## config.mk

```make
export PLATFORM = sky130hd
export DESIGN_NAME = rsq_reset_sequencer
export DESIGN_NICKNAME = d
export VERILOG_FILES = /design/src/core/rsq_pkg.sv /design/src/core/rsq_reset_sequencer.sv
export SDC_FILE = /design/constraint.sdc
export NUM_CORES = 1
export LEC_CHECK = 0
export ABC_CLOCK_PERIOD_IN_PS = 4200
export BUFFER_PORTS_ARGS = -buffer_cell sky130_fd_sc_hd__buf_2
export CORE_MARGIN = 2
export CORE_UTILIZATION = 45
export CTS_CLUSTER_DIAMETER = 40
export CTS_CLUSTER_SIZE = 8
export DETAILED_ROUTE_END_ITERATION = 12
export PLACE_DENSITY = 0.82
export RECOVER_POWER = 25
export SYNTH_ARGS = -nofsm -noshare
export SYNTH_HDL_FRONTEND = slang
export SYNTH_SLANG_ARGS = --single-unit
```

## constraint.sdc

```tcl
create_clock -name sys_clk_in -period 4.2 [get_ports sys_clk_in]
set_clock_uncertainty 0.2 [all_clocks]
set_input_delay 0.21 -clock sys_clk_in [delete_from_list [all_inputs] [get_ports sys_clk_in]]
set_output_delay 0.21 -clock sys_clk_in [all_outputs]
set_load 0.005 [all_outputs]
```

## src/core/rsq_pkg.sv

```systemverilog
// Constants for the reset sequencer and reset-cause flags.
// Assumes a 100 MHz device clock and a 32-bit AXI4-Lite register bus.
package rsq_pkg;
  // Register byte offsets
  localparam logic [7:0] RSQ_OFS_FLAGS = 8'h00; // Power-control reset flags
  localparam logic [7:0] RSQ_OFS_STAT = 8'h04; // Timeout / power-down / core state
  localparam logic [7:0] RSQ_OFS_CFG = 8'h08; // Configuration bits
  // Flag register field positions
  localparam int RSQ_B_STACK_OVERFLOW_FLAG = 7;
  localparam int RSQ_B_STACK_UNDERFLOW_FLAG = 6;
  localparam int RSQ_B_PIN = 3;
  localparam int RSQ_B_INSTR = 2;
  localparam int RSQ_B_POR = 1;
  localparam int RSQ_B_BOR = 0;
  localparam logic [7:0] RSQ_FLAGS_WMASK = 8'hCF; // Bits 5:4 unimplemented
  localparam logic [7:0] RSQ_FLAGS_RST = 8'h0C; // Value after power-on
  // Configuration field positions and reset value
  localparam int RSQ_C_POWERUP_TIMER_N = 0;
  localparam int RSQ_C_PIN_EN = 1;
  localparam int RSQ_C_LVP = 2;
  localparam int RSQ_C_STACK_ERROR_RESET_ENABLE = 3;
  localparam logic [3:0] RSQ_CFG_RST = 4'h2;
  // Program counter vectors
  localparam int RSQ_PC_W = 16;
  localparam logic [15:0] RSQ_RESET_VEC = 16'h0000;
  localparam logic [15:0] RSQ_INT_VEC = 16'h0004;
  // Bus answers
  localparam logic [1:0] RSQ_RESP_OK = 2'h0;
  localparam logic [1:0] RSQ_RESP_SLVERR = 2'h2;
  // Power-up timer figure and derived cycle count
  localparam int RSQ_POWERUP_TIMER_TIME_US = 64000;
  localparam int RSQ_CLK_MHZ = 100;
  localparam int RSQ_POWERUP_TIMER_CYCLES = RSQ_POWERUP_TIMER_TIME_US * RSQ_CLK_MHZ;
  // Sequencer states
  typedef enum logic [1:0] {
    RSQ_ST_HOLD,
    RSQ_ST_POWERUP_TIMER,
    RSQ_ST_START,
    RSQ_ST_RUN
  } rsq_state_t;
endpackage : rsq_pkg

```

## src/core/rsq_reset_sequencer.sv

```systemverilog
// Reset sequencer with reset-cause flags and an AXI4-Lite register slave.
// Assumes detector and pin inputs are asynchronous; core event pulses are on sys_clk_in.
`timescale 1ns/1ps
`default_nettype none

module rsq_reset_sequencer import rsq_pkg::*; #(
  parameter int unsigned POWERUP_TIMER_CYCLES = RSQ_POWERUP_TIMER_CYCLES, // Power-up timer length
  parameter int CNT_W = 23 // Power-up counter width
) (
  input wire logic sys_clk_in, // Device clock
  input wire logic rst_in, // Async reset, active high
  input wire logic por_det_in, // Power-on detector active (async)
  input wire logic bor_det_in, // Brown-out detector active (async)
  input wire logic ext_reset_pin_n_in, // External reset pin, low resets (async)
  input wire logic prog_exit_in, // Programming mode exit pulse
  input wire logic ost_required_in, // Oscillator needs start-up timer
  input wire logic ost_done_in, // Oscillator start-up timer done
  input wire logic asleep_in, // Core is in sleep
  input wire logic wdt_event_in, // Watchdog timeout pulse
  input wire logic int_wake_in, // Interrupt wake pulse
  input wire logic reset_instr_in, // Reset instruction pulse
  input wire logic stack_ovf_in, // Stack overflow pulse
  input wire logic stack_unf_in, // Stack underflow pulse
  input wire logic instr_done_in, // Instruction retired pulse
  input wire logic global_interrupt_enable_in, // Interrupt enable from core
  output logic core_reset_out, // Core held in reset
  output logic pc_load_out, // Load PC pulse
  output logic [RSQ_PC_W-1:0] pc_value_out, // PC value to load
  output logic push_return_out, // Push return address pulse
  output logic timeout_flag_out, // Timeout flag
  output logic power_down_flag_out, // Power-down flag
  input wire logic [7:0] s_axi_awaddr, // Write address
  input wire logic s_axi_awvalid, // Write address valid
  output logic s_axi_awready, // Write address ready
  input wire logic [31:0] s_axi_wdata, // Write data
  input wire logic [3:0] s_axi_wstrb, // Write strobes
  input wire logic s_axi_wvalid, // Write data valid
  output logic s_axi_wready, // Write data ready
  output logic [1:0] s_axi_bresp, // Write response
  output logic s_axi_bvalid, // Write response valid
  input wire logic s_axi_bready, // Write response ready
  input wire logic [7:0] s_axi_araddr, // Read address
  input wire logic s_axi_arvalid, // Read address valid
  output logic s_axi_arready, // Read address ready
  output logic [31:0] s_axi_rdata, // Read data
  output logic [1:0] s_axi_rresp, // Read response
  output logic s_axi_rvalid, // Read data valid
  input wire logic s_axi_rready // Read data ready
);

  initial begin
    if (CNT_W < 2 || CNT_W > 31 || POWERUP_TIMER_CYCLES < 1 || POWERUP_TIMER_CYCLES >= (32'h1 << CNT_W)) begin
      $error("rsq_reset_sequencer: POWERUP_TIMER_CYCLES does not fit CNT_W");
    end
  end

  typedef struct packed {
    logic [1:0] por_sy; // Detector synchronisers
    logic [1:0] bor_sy;
    logic [1:0] pin_sy;
    rsq_state_t st;
    logic [CNT_W-1:0] cnt;
    logic [7:0] flags;
    logic to_f;
    logic pd_f;
    logic [3:0] cfg;
    logic vec_pend;
    logic pc_load;
    logic [RSQ_PC_W-1:0] pc;
    logic push;
    logic aw_got;
    logic w_got;
    logic [7:0] awaddr;
    logic [7:0] wdata;
    logic wstb;
    logic bvalid;
    logic [1:0] bresp;
    logic rvalid;
    logic [31:0] rdata;
    logic [1:0] rresp;
  } rsq_regs_t;

  rsq_regs_t r_q, r_d;

  logic por_s, bor_s, pin_en, pin_low, running, base;
  logic ev_por, ev_bor, ev_pin, ev_wdt, ev_wwake, ev_iwake, ev_ovf, ev_unf, ev_ri;

  // Event decode with priority power-on, brown-out, pin, then core events
  assign por_s = r_q.por_sy[1];
  assign bor_s = r_q.bor_sy[1];
  assign pin_en = r_q.cfg[RSQ_C_PIN_EN] | r_q.cfg[RSQ_C_LVP];
  assign pin_low = pin_en & ~r_q.pin_sy[1];
  assign running = (r_q.st == RSQ_ST_RUN);
  assign ev_por = por_s | prog_exit_in;
  assign ev_bor = bor_s & ~ev_por;
  assign ev_pin = running & pin_low & ~ev_por & ~bor_s;
  assign base = running & ~ev_por & ~bor_s & ~pin_low;
  assign ev_wdt = base & wdt_event_in & ~asleep_in;
  assign ev_wwake = base & wdt_event_in & asleep_in;
  assign ev_ovf = base & ~wdt_event_in & stack_ovf_in & r_q.cfg[RSQ_C_STACK_ERROR_RESET_ENABLE];
  assign ev_unf = base & ~wdt_event_in & stack_unf_in & r_q.cfg[RSQ_C_STACK_ERROR_RESET_ENABLE];
  assign ev_ri = base & ~wdt_event_in & ~ev_ovf & ~ev_unf & reset_instr_in;
  assign ev_iwake = base & ~wdt_event_in & int_wake_in & asleep_in;

  // Next-state logic for sequencer, flags and bus slave
  always_comb begin
    r_d = r_q;
    r_d.por_sy = {r_q.por_sy[0], por_det_in};
    r_d.bor_sy = {r_q.bor_sy[0], bor_det_in};
    r_d.pin_sy = {r_q.pin_sy[0], ext_reset_pin_n_in};
    r_d.pc_load = 1'b0;
    r_d.push = 1'b0;
    // Bus: accept address and data in either order
    if (s_axi_awvalid && s_axi_awready) begin
      r_d.aw_got = 1'b1;
      r_d.awaddr = s_axi_awaddr;
    end
    if (s_axi_wvalid && s_axi_wready) begin
      r_d.w_got = 1'b1;
      r_d.wdata = s_axi_wdata[7:0];
      r_d.wstb = s_axi_wstrb[0];
    end
    if (s_axi_bvalid && s_axi_bready) begin
      r_d.bvalid = 1'b0;
    end
    // Software write goes first so that hardware events below win
    if (r_q.aw_got && r_q.w_got) begin
      r_d.aw_got = 1'b0;
      r_d.w_got = 1'b0;
      r_d.bvalid = 1'b1;
      r_d.bresp = RSQ_RESP_OK;
      unique case (r_q.awaddr)
        RSQ_OFS_FLAGS: if (r_q.wstb) r_d.flags = r_q.wdata & RSQ_FLAGS_WMASK;
        RSQ_OFS_CFG: if (r_q.wstb) r_d.cfg = r_q.wdata[3:0];
        RSQ_OFS_STAT: r_d.bresp = RSQ_RESP_OK;
        default: r_d.bresp = RSQ_RESP_SLVERR;
      endcase
    end
    if (s_axi_rvalid && s_axi_rready) begin
      r_d.rvalid = 1'b0;
    end
    if (s_axi_arvalid && s_axi_arready) begin
      r_d.rvalid = 1'b1;
      r_d.rresp = RSQ_RESP_OK;
      unique case (s_axi_araddr)
        RSQ_OFS_FLAGS: r_d.rdata = {24'h000000, r_q.flags & RSQ_FLAGS_WMASK};
        RSQ_OFS_STAT: r_d.rdata = {29'h0000000, core_reset_out, r_q.to_f, r_q.pd_f};
        RSQ_OFS_CFG: r_d.rdata = {28'h0000000, r_q.cfg};
        default: begin
          r_d.rdata = 32'h00000000;
          r_d.rresp = RSQ_RESP_SLVERR;
        end
      endcase
    end
    // Sequencer
    unique case (r_q.st)
      RSQ_ST_HOLD: begin
        r_d.cnt = '0;
        if (!por_s && !bor_s) begin
          r_d.st = r_q.cfg[RSQ_C_POWERUP_TIMER_N] ? RSQ_ST_START : RSQ_ST_POWERUP_TIMER;
        end
      end
      RSQ_ST_POWERUP_TIMER: begin
        r_d.cnt = r_q.cnt + 1'b1;
        if (r_q.cnt == CNT_W'(POWERUP_TIMER_CYCLES - 1)) begin
          r_d.st = RSQ_ST_START;
        end
      end
      RSQ_ST_START: begin
        if ((!ost_required_in || ost_done_in) && !pin_low) begin
          r_d.st = RSQ_ST_RUN;
          r_d.pc_load = 1'b1;
          r_d.pc = RSQ_RESET_VEC;
        end
      end
      RSQ_ST_RUN: begin
        if (r_q.vec_pend && instr_done_in) begin
          r_d.vec_pend = 1'b0;
          r_d.push = 1'b1;
          r_d.pc_load = 1'b1;
          r_d.pc = RSQ_INT_VEC;
        end
        if (ev_pin || ev_wdt || ev_ovf || ev_unf || ev_ri) begin
          r_d.st = RSQ_ST_START;
          r_d.vec_pend = 1'b0;
        end
      end
    endcase
    // Power-on and brown-out hold the core and rewrite flags
    if (ev_por || ev_bor) begin
      r_d.st = RSQ_ST_HOLD;
      r_d.vec_pend = 1'b0;
      r_d.flags[RSQ_B_STACK_OVERFLOW_FLAG] = 1'b0;
      r_d.flags[RSQ_B_STACK_UNDERFLOW_FLAG] = 1'b0;
      r_d.flags[RSQ_B_PIN] = 1'b1;
      r_d.flags[RSQ_B_INSTR] = 1'b1;
      r_d.flags[5:4] = 2'b00;
      r_d.to_f = 1'b1;
      r_d.pd_f = 1'b1;
      if (ev_por) r_d.flags[RSQ_B_POR] = 1'b0;
      else r_d.flags[RSQ_B_BOR] = 1'b0;
    end
    // Core reset sources and wake events
    if (ev_pin) begin
      r_d.flags[RSQ_B_PIN] = 1'b0;
      if (asleep_in) begin
        r_d.to_f = 1'b1;
        r_d.pd_f = 1'b0;
      end
    end
    if (ev_wdt) r_d.to_f = 1'b0;
    if (ev_wwake) begin
      r_d.to_f = 1'b0;
      r_d.pd_f = 1'b0;
    end
    if (ev_iwake) begin
      r_d.to_f = 1'b1;
      r_d.pd_f = 1'b0;
      r_d.vec_pend = global_interrupt_enable_in;
    end
    if (ev_ovf) r_d.flags[RSQ_B_STACK_OVERFLOW_FLAG] = 1'b1;
    if (ev_unf) r_d.flags[RSQ_B_STACK_UNDERFLOW_FLAG] = 1'b1;
    if (ev_ri) r_d.flags[RSQ_B_INSTR] = 1'b0;
  end

  // State register; reset behaves as a power-on
  always_ff @(posedge sys_clk_in or posedge rst_in) begin
    if (rst_in) begin
      r_q <= '0;
      r_q.pin_sy <= 2'b11;
      r_q.st <= RSQ_ST_HOLD;
      r_q.flags <= RSQ_FLAGS_RST;
      r_q.to_f <= 1'b1;
      r_q.pd_f <= 1'b1;
      r_q.cfg <= RSQ_CFG_RST;
      r_q.pc <= RSQ_RESET_VEC;
    end else begin
      r_q <= r_d;
    end
  end

  // Outputs
  assign core_reset_out = ~running;
  assign pc_load_out = r_q.pc_load;
  assign pc_value_out = r_q.pc;
  assign push_return_out = r_q.push;
  assign timeout_flag_out = r_q.to_f;
  assign power_down_flag_out = r_q.pd_f;
  assign s_axi_awready = ~r_q.aw_got & ~r_q.bvalid;
  assign s_axi_wready = ~r_q.w_got & ~r_q.bvalid;
  assign s_axi_bvalid = r_q.bvalid;
  assign s_axi_bresp = r_q.bresp;
  assign s_axi_arready = ~r_q.rvalid;
  assign s_axi_rvalid = r_q.rvalid;
  assign s_axi_rdata = r_q.rdata;
  assign s_axi_rresp = r_q.rresp;
endmodule : rsq_reset_sequencer

`default_nettype wire

```

=== Yosys cells after proc, flatten, opt, wreduce, memory -nomap -nowiden ===
Cells that the tools add are included.

* Equal/unequal tests: 14
* Bitwise logic cells: 38
* Muxes and demuxes: 41
* Reductions and logical operators: 52
* Add/subtract/negate cells: 1

{| class="wikitable"
|+ Operators by type and width
! operator !! count
|-
| case mux 23 bit (2 select lines) || 1
|-
| nonzero test 3 bit || 13
|-
| 2-to-1 mux 35 bit || 1
|-
| case mux 17 bit (2 select lines) || 1
|-
| 2-to-1 mux 2 bit || 13
|-
| 2-to-1 mux 8 bit || 3
|-
| case mux 8 bit (3 select lines) || 1
|-
| adder 23 x 1 -> 23 bit, second input constant || 1
|-
| AND 1 bit || 23
|-
| equality test 23 bit, second input constant || 1
|-
| 2-to-1 mux 19 bit || 1
|-
| AND reduction 3 bit || 6
|-
| 2-to-1 mux 17 bit || 1
|-
| equality test 8 x 3 -> 1 bit, second input constant || 2
|-
| equality test 8 x 4 -> 1 bit, second input constant || 2
|-
| zero test 8 bit || 2
|-
| 2-to-1 mux 1 bit || 16
|-
| NOT 1 bit || 13
|-
| nonzero test 2 bit || 6
|-
| 2-to-1 mux 10 bit || 1
|-
| logical AND 1 bit || 9
|-
| != test 3 bit, second input constant || 3
|-
| case mux 2 bit (4 select lines) || 1
|-
| logical OR 1 bit || 6
|-
| 13 further kinds || 19
|}

* Register bits after elaboration: 119
* Input bits: 73
* Output and inout port bits: 62

=== Longest topological paths before layout ===
* Depth after elaboration: 17
* Depth in mapped cells: 6
* Depth with buffers taken out: 5

=== Worst setup path after synthesis ===
OpenSTA, ideal clock, no wires.

* Path kind: register to register
* Start: register r_q[90] (netlist bit)
* End: register r_q[110] (netlist bit)
* Stages on the path, launching flop included: 7
* Arrival: 1778 ps
* Clock period less this slack: 2055 ps
* Path slack: 2145 ps
* Library setup time: 77 ps
* Required time: 3923 ps
* Cell sequence: dfrtp_1 -> ha_1 -> nand3b_1 -> or4_1 -> buf_2 -> or3_1 -> a21oi_1

* Cells in the longest elaborated chain, start to end: 2

{| class="wikitable"
|+ RTL lines
! item !! RTL line !! text
|-
| from (decl) || rsq_reset_sequencer.sv:83 || <nowiki>rsq_regs_t r_q, r_d;</nowiki>
|-
| from (signal assigned) || rsq_reset_sequencer.sv:238 || <nowiki>r_q <= r_d;</nowiki>
|-
| adder 23 x 1 -> 23 bit || rsq_reset_sequencer.sv:164 || <nowiki>r_d.cnt = r_q.cnt + 1'b1;</nowiki>
|-
| case mux 23 bit (2 select lines) || rsq_reset_sequencer.sv:156 || <nowiki>unique case (r_q.st)</nowiki>
|}

No other way between the ends.
A chain may end at the register's enable or synchronous reset.

=== Worst setup path after layout ===
* Start: register r_q[114] (netlist bit)
* End: register r_q[75] (netlist bit)

* Cells in the longest elaborated chain, start to end: 16
* Elaborated cells between the ends (all ways): 32
* Those cells by class: eq/ne: 1; mux: 4; bitwise: 20; reduce/logical: 7

{| class="wikitable"
|+ RTL lines
! item !! RTL line !! text
|-
| equality test 2 bit (*) || rsq_reset_sequencer.sv:93, rsq_reset_sequencer.sv:156 ||
|-
| AND 1 bit (3 in a row) || rsq_reset_sequencer.sv:97 || <nowiki>assign base = running & ~ev_por & ~bor_s & ~pin_low;</nowiki>
|-
| AND 1 bit || - ||
|-
| AND 1 bit (2 in a row) || rsq_reset_sequencer.sv:100 || <nowiki>assign ev_ovf = base & ~wdt_event_in & stack_ovf_in & r_q.cfg[RSQ_C_STACK_ERROR_RESET_ENABLE];</nowiki>
|-
| NOT 1 bit || rsq_reset_sequencer.sv:102 || <nowiki>assign ev_ri = base & ~wdt_event_in & ~ev_ovf & ~ev_unf & reset_instr_in;</nowiki>
|-
| AND 1 bit (3 in a row) || rsq_reset_sequencer.sv:102 ||
|-
| logical OR 1 bit || rsq_reset_sequencer.sv:183 || <nowiki>if (ev_pin || ev_wdt || ev_ovf || ev_unf || ev_ri) begin</nowiki>
|-
| 2-to-1 mux 1 bit || rsq_reset_sequencer.sv:183 ||
|-
| 2-to-1 mux 1 bit || rsq_reset_sequencer.sv:156 ||
|-
| 2-to-1 mux 1 bit || rsq_reset_sequencer.sv:190 || <nowiki>if (ev_por || ev_bor) begin</nowiki>
|-
| 2-to-1 mux 1 bit || rsq_reset_sequencer.sv:216 || <nowiki>if (ev_iwake) begin</nowiki>
|}

Every way passes the cells marked *; elsewhere a longest branch is shown, timed or not. The select of a mux whose other input is x is not followed.

==> results.cfg <==
[run_status]
status = finished clean

[logic_synthesis]
ys_ff_latch = 74
netlist_top_cells_area = dfrtp_1 44%, buf_4 10%, mux2_2 5.9%
synth_edf_count = 0
synth_area_mm2 = 0.00382
ys.flop_type = dfrtp_1
synth_seq_area_share_pct = 48.6
synthArstFlopShare_pct = 100
synth_top_cell_area_share_pct = 43.8
syn_area_per_cell_um2 = 10.3
synthCells = 373
synth_top_cell_by_area = dfrtp_1
ys_types = 53
yosys_warnings = 0

[cts]
cts_root_buf = clkbuf_8
cts.sinks = 74
ctsResizeCount = 0
tritoncts = yes
cts_inserted_buffers = 9
clk_pin_slew_ns = 0.08
insertion_delay_ns = 0.35
cts_buffer_depth = 2
cts_hold_buf = 31
htree_num_levels = 3
postCtsSetupRepairBufs = 0

[setup_path]
worstPathCellList = and2_1 -> inv_1 -> a221oi_1 -> or3_1 -> o31ai_1 -> dlygate4sd3_1
cp_top_family = buffers and inverters
cp-end-kind = register
worstPathRequired_ns = 4.29
ff2ff_setup_slack_ns = 1.57
critical-path-max-stage-delay_ns = 0.59
slowest_stage = dfrtp_1
critPathBufInv = 2
worstPathArrival_ns = 2.72
criticalPathCategory = reg2reg
crit_fanout = 20
cp-start-kind = register

[flow_run]
max_cap_viol_count = 0

[placed_design]
io_buffers = 62
dp.cells = 520
gp_congestion = 0.838
hpwl_mm = 5.42

[floorplan]
rows = 33
core-area_mm2 = 0.00822
initial_core_util_pct = 46.6
die_x_um = 96.2
die_h_um = 96.2
io_pins = 135
fp.dieArea_mm2 = 0.00925

[drt]
drc_errors = 0
drt_iter0_drc = 201
wl_per_cell_um = 13.8
firstDrtPassIters = 5
wirelength_mm = 7.82
ant_nets = 0
num_vias = 2863
vias_per_cell = 5.05

[sta]
final_max_slew_viol_count = 0
hold_viol_final = 0
fin_crit_ns = 2.63
timing.fmax_mhz = 380
setup_violations = 0
tightest_slew_ns = 1.38
period_share_pct = 62.6
rsz0062_at_grt = false
relSlewSlack_pct = 7.64
fin_tns_setup_ns = 0

[global_route]
grt_pass1_wl_mm = 12.9
grt.overflow.total = 0
grt_pass1_vias = 2793
groute.usage.overall_pct = 18.1
grt_max_degree = 39
antenna_found_initial = 0

[finish]
largest_reg_flops = 54
fin_cells = 567
nets = 531
final_cell_mix = 67 x dfrtp_1, 54 x buf_2, 43 x conb_1, 31 x dlygate4sd3_1, 29 x nand2_1
syn2layout_area_growth_pct = 17.2
diodes = 0
layout-drive-gt1-share_pct = 23.4
largest-register = r_q
final_common_cell = dfrtp_1

[power]
p_leak_nw = 2.11
power.density_mw_per_mm2 = 389
peakVddDrop_mv = 0.346

[worst_hold_path]
hp-class = in2reg
## final timing paths
kind                                      start                   to  depth (start not counted)
worst max register to register         r_q[114]              r_q[75]                          6
min in group asynchronous                rst_in       s_axi_rdata[7]                          3
worst max-delay path                   r_q[114]              r_q[75]                          6
worst min-delay path            s_axi_araddr[6]       s_axi_rdata[0]                          4
worst min register to register         r_d[116]             r_q[116]                          0
max in group asynchronous                rst_in  power_down_flag_out                          4
## power breakdown
part / switching [mW] / internal (mW) / total [mW]
clock: 0.279 / 0.279 / 0.559
combinational: 0.126 / 0.161 / 0.287
sequential: 0.0794 / 0.817 / 0.896
total: 0.485 / 1.26 / 1.74
## tightest hold or removal path, stage by stage
cell and delay, ns:
buf_2 0.07, nor4_1 0.04, nand4_1 0.13, o21ai_0 0.08
## cells in the mapped netlist, drive strengths merged, types with 3 or more instances
cell,instances
mux2,20
buf,57
nand2,29
nor4,5
mux2i,11
or4,4
clkbuf,7
a21oi,14
or2,4
o41ai,3
nand4,11
xnor2,5
nor3,9
dfstp,7
or3,7
and2,5
a21o,4
a22o,5
and3,5
inv,9
nand3,7
nand2b,4
o21ai,19
dfrtp,67
nor2,26
## layout make-up
class | instances | area (um^2)
Fill cell | 701 | 3730
Sequential cell | 74 | 1860
Inverter | 9 | 33.8
Timing Repair Buffer | 95 | 626
Clock buffer | 9 | 124
Clock inverter | 7 | 77.6
Tap cell | 105 | 131
Multi-Input combinational cell | 268 | 1630
## per-stage QoR
stage	util (%)	power, mW	hold WS, ns	cell area [um^2]	setup WS [ns]
floorplan	-	1.12	0.0145	3980	1.92
global placement	48.5	1.16	0.115	3980	1.94
detailed placement	48.5	1.18	0.116	3980	1.88
CTS	54.7	1.75	0.00918	4490	1.63
global route	54.6	1.83	0.0640	4480	1.38
finish	54.6	1.74	0.0390	4480	1.57
## cells by family after synthesis
group / count (synthesis) / share of synthesized area, %
AOI/OAI and AO/OA: 60 / 10.1
xor gates and xnor gates: 7 / 1.60
other: 1 / 0.0980
DFF: 74 / 48.6
adders and majority gates: 1 / 0.327
muxes: 31 / 8.77
and+or+nand+nor: 126 / 17.6
buffers and inverters: 73 / 12.9
## metal layers
metal | up-vias | global-route usage, % | wire, um
li1 | 1395 | - | -
met1 | 1359 | 24.9 | 3630
met2 | 98 | 28.2 | 3660
met3 | 11 | 3.37 | 372
met4 | 0 | 7.62 | 151
met5 | - | 0 | 0
Note: power is estimated with default switching activity, not from simulation.
